==> config.mk <==
export PLATFORM = sky130hd
export DESIGN_NAME = idpc_top
export DESIGN_NICKNAME = d
export VERILOG_FILES = /design/src/logic/idpc_pkg.sv /design/src/logic/idpc_doze_div.sv /design/src/logic/idpc_top.sv
export SDC_FILE = /design/constraint.sdc
export NUM_CORES = 1
export LEC_CHECK = 0
export ABC_AREA = 1
export BUFFER_PORTS_ARGS = -buffer_cell sky130_fd_sc_hd__buf_4
export CAP_MARGIN = 15
export CORE_MARGIN = 4
export CORE_UTILIZATION = 45
export DETAILED_ROUTE_END_ITERATION = 6
export GPL_TIMING_DRIVEN = 1
export PLACE_DENSITY = 0.79
export SLEW_MARGIN = 10
export SYNTH_ARGS = -nofsm -noshare
export SYNTH_HDL_FRONTEND = slang
export SYNTH_SLANG_ARGS = --single-unit
==> constraint.sdc <==
create_clock -name pclk -period 1.5 [get_ports pclk]
set_clock_uncertainty 0.1 [all_clocks]
set_input_delay 0.45 -clock pclk [delete_from_list [all_inputs] [get_ports pclk]]
set_output_delay 0.45 -clock pclk [all_outputs]
set_load 0.01 [all_outputs]
==> src/logic/idpc_pkg.sv <==
// constants, types and register map of the idle and doze power control
package idpc_pkg;

   ////////////////////////////////////////////////////////////////////////
   // bus geometry
   localparam int ADDR_W = 12;
   localparam int DATA_W = 32;
   localparam int REG_W = 8;

   // register byte addresses
   localparam logic [11:0] REGULATOR_POWER_CONTROL_ADDR = 12'h000;
   localparam logic [11:0] DOZE_IDLE_CONTROL_ADDR = 12'h004;

   ////////////////////////////////////////////////////////////////////////
   // regulator_power_control fields
   localparam int REGULATOR_LOW_POWER_BIT = 1;
   localparam int REG_FIXED_ONE_BIT = 0;
   localparam logic REGULATOR_LOW_POWER_RST = 1'b0;

   // doze_idle_control fields
   localparam int IDLE_SELECT_BIT = 7;
   localparam int CPU_SLOW_ENABLE_BIT = 6;
   localparam int WAKE_RESTORES_SPEED_BIT = 5;
   localparam int SLOW_ON_RETURN_BIT = 4;
   localparam int CPU_CYCLE_RATIO_LSB = 0;
   localparam int CPU_CYCLE_RATIO_W = 3;
   localparam logic IDLE_SELECT_RST = 1'b0;
   localparam logic CPU_SLOW_ENABLE_RST = 1'b0;
   localparam logic WAKE_RESTORES_SPEED_RST = 1'b0;
   localparam logic SLOW_ON_RETURN_RST = 1'b0;
   localparam logic [2:0] CPU_CYCLE_RATIO_RST = 3'h0;

   // doze counter width, enough for the 1:256 ratio
   localparam int DOZE_CNT_W = 8;

   ////////////////////////////////////////////////////////////////////////
   // power state, one-hot
   typedef enum logic [2:0] {
      IDPC_RUN = 3'b001,
      IDPC_IDLE = 3'b010,
      IDPC_SLEEP = 3'b100
   } idpc_state_e;

   // events and levels from the processor core side
   typedef struct packed {
      logic sleep_exec;    // pulse: sleep instruction executed
      logic irq_pending;   // level: an enabled interrupt flag is set
      logic irq_entry;     // pulse: interrupt service routine entered
      logic irq_return;    // pulse: return_from_irq executed
      logic wdt_timeout;   // pulse: watchdog_timer timeout
      logic debug_active;  // level: in_circuit_debug running
      logic periph_cycle;  // pulse: one peripheral instruction cycle
      logic sleep_wake;    // pulse: full sleep wake from outside logic
   } idpc_core_in_s;

   // power controls toward the rest of the chip
   typedef struct packed {
      logic cpu_cycle_en;     // pulse: CPU may run one instruction cycle
      logic flash_en;         // level: program_flash may operate
      logic idle_active;      // level: device is in Idle
      logic sleep_active;     // level: device is in full sleep
      logic sysosc_periph_en; // level: system_osc peripheral clocks run
      logic other_osc_periph_en; // level: other oscillator peripherals
      logic clock_output_pin_en;        // level: clock_output_pin driven
      logic regulator_lp;     // level: regulator in low-power state
      logic wdt_reset_req;    // pulse: watchdog reset passed on
   } idpc_pwr_out_s;

endpackage : idpc_pkg

==> src/logic/idpc_doze_div.sv <==
// peripheral cycle divider that paces CPU cycles while dozing
`timescale 1ns/1ps
`default_nettype none

module idpc_doze_div #(
   parameter int CNT_W = 8
) (
   // clock and reset
   input wire logic pclk,
   input wire logic presetn,
   // control
   input wire logic restart,
   input wire logic tick,
   input wire logic [2:0] ratio,
   // result
   output logic hit
);

   logic [CNT_W-1:0] cnt;
   logic [CNT_W-1:0] last;
   logic [CNT_W-1:0] next_cnt;

   ////////////////////////////////////////////////////////////////////////
   // last count is 2^(ratio+1)-1: code 0 gives 1:2, code 7 gives 1:256
   assign last = CNT_W'((2 << ratio) - 1);
   assign hit = tick && (cnt == last);
   assign next_cnt = restart ? '0 :
                     hit ? '0 :
                     tick ? cnt + 1'b1 : cnt;

   // count peripheral cycles
   always_ff @(posedge pclk or negedge presetn) begin
      if (!presetn) begin
         cnt <= '0;
      end else begin
         cnt <= next_cnt;
      end
   end

endmodule : idpc_doze_div

`default_nettype wire

==> src/logic/idpc_top.sv <==
// idle, doze and regulator power control with an APB register port
//
// Our own choices: the address map and register access over APB.
`timescale 1ns/1ps
`default_nettype none

module idpc_top (
   // clock and resets
   input wire logic pclk,
   input wire logic presetn,
   input wire logic por_resetn,
   // apb slave
   input wire logic psel,
   input wire logic penable,
   input wire logic pwrite,
   input wire logic [idpc_pkg::ADDR_W-1:0] paddr,
   input wire logic [idpc_pkg::DATA_W-1:0] pwdata,
   output logic [idpc_pkg::DATA_W-1:0] prdata,
   output logic pready,
   output logic pslverr,
   // configuration
   input wire logic clock_output_pin_cfg_n,
   // processor core, interrupt and watchdog side
   input wire idpc_pkg::idpc_core_in_s core_in,
   // power controls
   output idpc_pkg::idpc_pwr_out_s pwr_out
);

   import idpc_pkg::*;

   ////////////////////////////////////////////////////////////////////////
   // declarations
   idpc_state_e state;
   idpc_state_e next_state;
   logic regulator_low_power;
   logic idle_select;
   logic cpu_slow_enable;
   logic wake_restores_speed;
   logic slow_on_return;
   logic [2:0] cpu_cycle_ratio;
   logic next_cpu_slow_enable;
   logic slow_prev;
   logic doze_restart;
   logic doze_hit;
   logic slow_effective;
   logic idle_irq_wake;
   logic idle_wdt_wake;
   logic sleep_taken;
   logic bus_setup;
   logic bus_done;
   logic wr_done;
   logic sel_reg;
   logic sel_doze;
   logic addr_hit;
   logic wr_reg;
   logic wr_doze;
   logic [REG_W-1:0] reg_rd;
   logic [REG_W-1:0] doze_rd;
   logic [REG_W-1:0] rd_mux;
   logic [REG_W-1:0] wbyte;
   idpc_pwr_out_s next_pwr;

   ////////////////////////////////////////////////////////////////////////
   // apb decode
   assign bus_setup = psel && !penable;
   assign bus_done = psel && penable && pready;
   assign wr_done = bus_done && pwrite;
   assign sel_reg = (paddr == REGULATOR_POWER_CONTROL_ADDR);
   assign sel_doze = (paddr == DOZE_IDLE_CONTROL_ADDR);
   assign addr_hit = sel_reg || sel_doze;
   assign wr_reg = wr_done && sel_reg;
   assign wr_doze = wr_done && sel_doze;
   assign wbyte = pwdata[REG_W-1:0];

   // read views of both registers
   // bit 0 reads one, bit 1 the low-power select, bits 7:2 zero
   assign reg_rd = {6'h00, regulator_low_power, 1'b1};
   assign doze_rd = {idle_select, cpu_slow_enable, wake_restores_speed,
                     slow_on_return, 1'b0, cpu_cycle_ratio};
   assign rd_mux = sel_reg ? reg_rd :
                   sel_doze ? doze_rd : 8'h00;

   // answer: ready in the cycle after setup, data and error with it
   always_ff @(posedge pclk or negedge presetn) begin
      if (!presetn) begin
         pready <= 1'b0;
         pslverr <= 1'b0;
         prdata <= 32'h0000_0000;
      end else begin
         pready <= bus_setup;
         pslverr <= bus_setup && !addr_hit;
         prdata <= (bus_setup && !pwrite) ? {24'h00_0000, rd_mux}
                                          : 32'h0000_0000;
      end
   end

   ////////////////////////////////////////////////////////////////////////
   // regulator control
   // low-power regulator select
   always_ff @(posedge pclk or negedge presetn) begin
      if (!presetn) begin
         regulator_low_power <= REGULATOR_LOW_POWER_RST;
      end else if (wr_reg) begin
         regulator_low_power <= wbyte[REGULATOR_LOW_POWER_BIT];
      end
   end

   ////////////////////////////////////////////////////////////////////////
   // idle_select lives on the power-on and brown-out reset only
   // kept across other resets
   always_ff @(posedge pclk or negedge por_resetn) begin
      if (!por_resetn) begin
         idle_select <= IDLE_SELECT_RST;
      end else if (wr_doze) begin
         idle_select <= wbyte[IDLE_SELECT_BIT];
      end
   end

   // plain control fields of the doze register
   always_ff @(posedge pclk or negedge presetn) begin
      if (!presetn) begin
         wake_restores_speed <= WAKE_RESTORES_SPEED_RST;
         slow_on_return <= SLOW_ON_RETURN_RST;
         cpu_cycle_ratio <= CPU_CYCLE_RATIO_RST;
      end else if (wr_doze) begin
         wake_restores_speed <= wbyte[WAKE_RESTORES_SPEED_BIT];
         slow_on_return <= wbyte[SLOW_ON_RETURN_BIT];
         cpu_cycle_ratio <= wbyte[CPU_CYCLE_RATIO_LSB +: CPU_CYCLE_RATIO_W];
      end
   end

   ////////////////////////////////////////////////////////////////////////
   // wake causes while in Idle
   // wake regardless of enable
   assign idle_irq_wake = (state == IDPC_IDLE) && core_in.irq_pending;
   assign idle_wdt_wake = (state == IDPC_IDLE) && core_in.wdt_timeout
                          && !core_in.irq_pending;
   // sleep instruction with a pending interrupt acts as a no-op
   assign sleep_taken = (state == IDPC_RUN) && core_in.sleep_exec
                        && !core_in.irq_pending;

   // cpu_slow_enable: software write, then hardware edits win
   always_comb begin
      next_cpu_slow_enable = cpu_slow_enable;
      if (wr_doze) begin
         next_cpu_slow_enable = wbyte[CPU_SLOW_ENABLE_BIT];
      end
      if (core_in.irq_return && slow_on_return) begin
         next_cpu_slow_enable = 1'b1;
      end
      if (core_in.irq_entry && wake_restores_speed) begin
         next_cpu_slow_enable = 1'b0;
      end
      if (idle_irq_wake && wake_restores_speed) begin
         next_cpu_slow_enable = 1'b0;
      end
   end

   // stored doze enable, hardware set and clear
   always_ff @(posedge pclk or negedge presetn) begin
      if (!presetn) begin
         cpu_slow_enable <= CPU_SLOW_ENABLE_RST;
         slow_prev <= CPU_SLOW_ENABLE_RST;
      end else begin
         cpu_slow_enable <= next_cpu_slow_enable;
         slow_prev <= cpu_slow_enable;
      end
   end

   ////////////////////////////////////////////////////////////////////////
   // power state machine
   always_comb begin
      case (state)
         IDPC_RUN: begin
            if (sleep_taken) begin
               next_state = idle_select ? IDPC_IDLE : IDPC_SLEEP;
            end else begin
               next_state = IDPC_RUN;
            end
         end
         IDPC_IDLE: begin
            if (idle_irq_wake || idle_wdt_wake) begin
               next_state = IDPC_RUN;
            end else begin
               next_state = IDPC_IDLE;
            end
         end
         IDPC_SLEEP: begin
            next_state = core_in.sleep_wake ? IDPC_RUN : IDPC_SLEEP;
         end
         default: begin
            next_state = IDPC_RUN;
         end
      endcase
   end

   // state register
   always_ff @(posedge pclk or negedge presetn) begin
      if (!presetn) begin
         state <= IDPC_RUN;
      end else begin
         state <= next_state;
      end
   end

   ////////////////////////////////////////////////////////////////////////
   // doze pacing
   // debug forces full speed
   assign slow_effective = cpu_slow_enable && !core_in.debug_active;
   assign doze_restart = (cpu_slow_enable != slow_prev) || !slow_effective;

   idpc_doze_div #(
      .CNT_W(DOZE_CNT_W)
   ) u_doze_div (
      .pclk(pclk),
      .presetn(presetn),
      .restart(doze_restart),
      .tick(core_in.periph_cycle),
      .ratio(cpu_cycle_ratio),
      .hit(doze_hit)
   );

   ////////////////////////////////////////////////////////////////////////
   // next power outputs
   always_comb begin
      next_pwr = '0;
      next_pwr.cpu_cycle_en = (next_state == IDPC_RUN) && (state == IDPC_RUN)
                              && core_in.periph_cycle
                              && (slow_effective ? doze_hit : 1'b1);
      next_pwr.flash_en = (next_state == IDPC_RUN);
      next_pwr.idle_active = (next_state == IDPC_IDLE);
      next_pwr.sleep_active = (next_state == IDPC_SLEEP);
      next_pwr.sysosc_periph_en = (next_state != IDPC_SLEEP);
      next_pwr.other_osc_periph_en = 1'b1;
      next_pwr.clock_output_pin_en = !clock_output_pin_cfg_n && (next_state != IDPC_SLEEP);
      next_pwr.regulator_lp = regulator_low_power
                              && (next_state == IDPC_SLEEP);
      next_pwr.wdt_reset_req = core_in.wdt_timeout && (state == IDPC_RUN);
   end

   // registered outputs
   always_ff @(posedge pclk or negedge presetn) begin
      if (!presetn) begin
         pwr_out <= '0;
      end else begin
         pwr_out <= next_pwr;
      end
   end

endmodule : idpc_top

`default_nettype wire

==> impl_metrics.tcl <==
set metrics [dict create \
    area_growth_pct 31.0 \
    synthCells 265 \
    grt_overflow 0 \
    avgSynthCellArea_um2 8.01 \
    final_layout_size_suffix_gt1_share_pct 35.6 \
    drcViolationCount 0 \
    period_needed_ns 1.48 \
    critPathSlowestCell "dfrtp_2" \
    p_sw_uw 630 \
    htreeDepth 2 \
    place_congestion 0.916 \
    place_hpwl_mm 3.45 \
    async_flop_share_pct 100 \
    cts_tree "yes" \
    clkLatencyLatePin_ns 0.29 \
    diodes 0 \
    combPwrFrac_pct 20.2 \
    grt_pass1_wl_mm 7.53 \
    setup_ws_ns 0.0248 \
    dieArea_um2 5880 \
    p_int_mw 1.64 \
    core_area_um2 4470 \
    grt_usage_pct 15.7 \
    power_mw 2.27 \
    ant_nets 0 \
    max_freq_ghz 0.678 \
    power_density_nw_per_um2 816 \
    yosysSeqAreaShare_pct 44.8 \
    hold_viol_final 0 \
    p_clk_share_pct 30.1 \
    cellLeakagePower_nw 1.45 \
    synthFlopType "dfrtp_1" \
    routed_wl_mm 4.65 \
    ir_drop_mv 0.419 \
    crit_top_cell "nand2_1" \
    period_share_pct 98.3 \
    io_pins 102 \
    final_util_pct 62.2 \
    via_per_inst 4.74 \
    maxCapViolations 0 \
    required_ns 1.59 \
    initial_core_util_pct 47.5 \
    wl_per_cell_um 11.9 \
    max_stage_delay_ns 0.48 \
    grt_pass1_vias 1750 \
    p_seq_share_pct 49.7 \
    yosysUniqueCellTypes 32 \
    cp_max_fo 6 \
    fin_area_um2 2780 \
    end_kind "register" \
    switching_share_pct 27.7 \
    setup.worst_path.start_class "register" \
    synth_seq_cells 38 \
    drtIter0Drc 90 \
    cts_buffers 5 \
    vias 1859 \
    outcome "finished, final reports clean" \
    grt_max_degree 38 \
    die_h_um 76.7 \
    port_buffers 51 \
    placed_area_um2 2570 \
    final_cell_mix "buf_4 (69), nand2_1 (54), dfrtp_1 (34)" \
    clkSinkCount 38 \
    nNetsFinal 399 \
    rsz0062_at_grt "true" \
    arrival_ns 1.56 \
    rows 24 \
    critical_path_class "reg2reg" \
    die_w_um 76.7 \
    layout_commonest_cell "buf_4" \
    clk_path_buf_depth 2 \
    yosysWarnings 0 \
    path_cells "buf_6 > inv_1 > nand2_1 > nand3_1 > nand3_1 > nor2_1 > nand2_1 > nand4_1 > nand2_1" \
    setup_viol 0 \
    clock-root-buffer "clkbuf_8" \
    first_pass_iters 4 \
    synth_edf_count 0 \
    clkTransAtPathRegs_ns 0.08 \
    hold_slack_ns 0.00889 \
    antenna_found_initial 0 \
    slew_violations 0 \
    hold_class "in2async" \
    dpl_worst_slack_ns -0.148 \
    syn_area_um2 2120 \
]
through the flow:
step                cells  setup TNS, ns
finish                392              0
global placement      380          -1.19
detailed placement    380          -1.75
global route          392         -0.466
CTS                   390              0
floorplan             289              0
critical path: cells and delay by family, from the launching register on:
kind          cells  cell delay [ns]
simple gates      7             0.58
buf+inv           2             0.20
flops             1             0.48
flip-flops by register name (all words and copies together), names as in the netlist, 3 cells and up:
signal and cells:
pwr_out 9, u_doze_div.cnt 8, prdata 7, cpu_cycle_ratio 3, state 3
cell usage after synthesis (5+ instances only):
| cell type | n | area (µm²) |
|---|---|---|
| o21ai_0 | 7 | 35.0 |
| dfrtp_1 | 37 | 926 |
| nor2_1 | 28 | 105 |
| nand2_1 | 56 | 210 |
| nor3_1 | 7 | 35.0 |
| inv_1 | 33 | 124 |
| buf_4 | 27 | 203 |
| nand4_1 | 5 | 31.3 |
| nand3_1 | 17 | 85.1 |
| xor2_1 | 5 | 43.8 |
| nor2_2 | 8 | 50.1 |
power groups by stage:
stage	clock network [mW]	logic (mW)	registers [mW]
global placement	0	0.425	1.15
finish	0.683	0.459	1.13
floorplan	0	0.235	1.17
detailed placement	0	0.434	1.15
global route	0.733	0.500	1.14
CTS	0.699	0.443	1.13
metal layers:
layer  global-route usage, %  vias to the layer above  share of wire [%]
met1                    19.4                      868                 41
met3                    5.62                        5                7.8
met4                    4.71                        0               0.73
met5                       0                        -                  0
met2                    25.7                       61                 50
li1                        -                      925                  -
final timing paths:
check	start	end	slack (ns)	cells after the start
worst min register to register	cpu_slow_enable	slow_prev	0.39	1
worst max-delay path	cpu_cycle_ratio[1]	u_doze_div.cnt[7]	0.02	9
worst max register to register	cpu_cycle_ratio[1]	u_doze_div.cnt[7]	0.02	9
max in group asynchronous	por_resetn	idle_select	0.85	2
worst min-delay path	presetn	pwr_out[6]	0.009	1
min in group pclk	clock_output_pin_cfg_n	pwr_out[2]	0.20	2
area by class of cell:
class                           instances  area, µm²
Tap cell                               52       65.1
Fill cell                             384       1690
Clock inverter                          2       13.8
Sequential cell                        38        956
Inverter                               36        138
Clock buffer                            6       72.6
Multi-Input combinational cell        187        997
Timing Repair Buffer                   71        539
repair_timing:
action                                  in CTS  in global routing
buffers inserted                             1                  2
pin swaps                                    1                 10
hold buffers                                 1                  0
endpoints found under the setup margin       5                 11
endpoints found under the hold margin        1                  0
gates resized for setup                      5                 26
logic make-up after synthesis:
kind of cell    count (synthesis)  synth area share, %
xor+xnor                        6                 2.47
other cells                     2                0.354
buf+inv                        64                 16.4
fa+ha+maj                       1                0.589
simple gates                  131                 28.2
flops                          38                 44.8
compound gates                 23                 7.13
No activity file was read; power rests on OpenSTA's default activity.
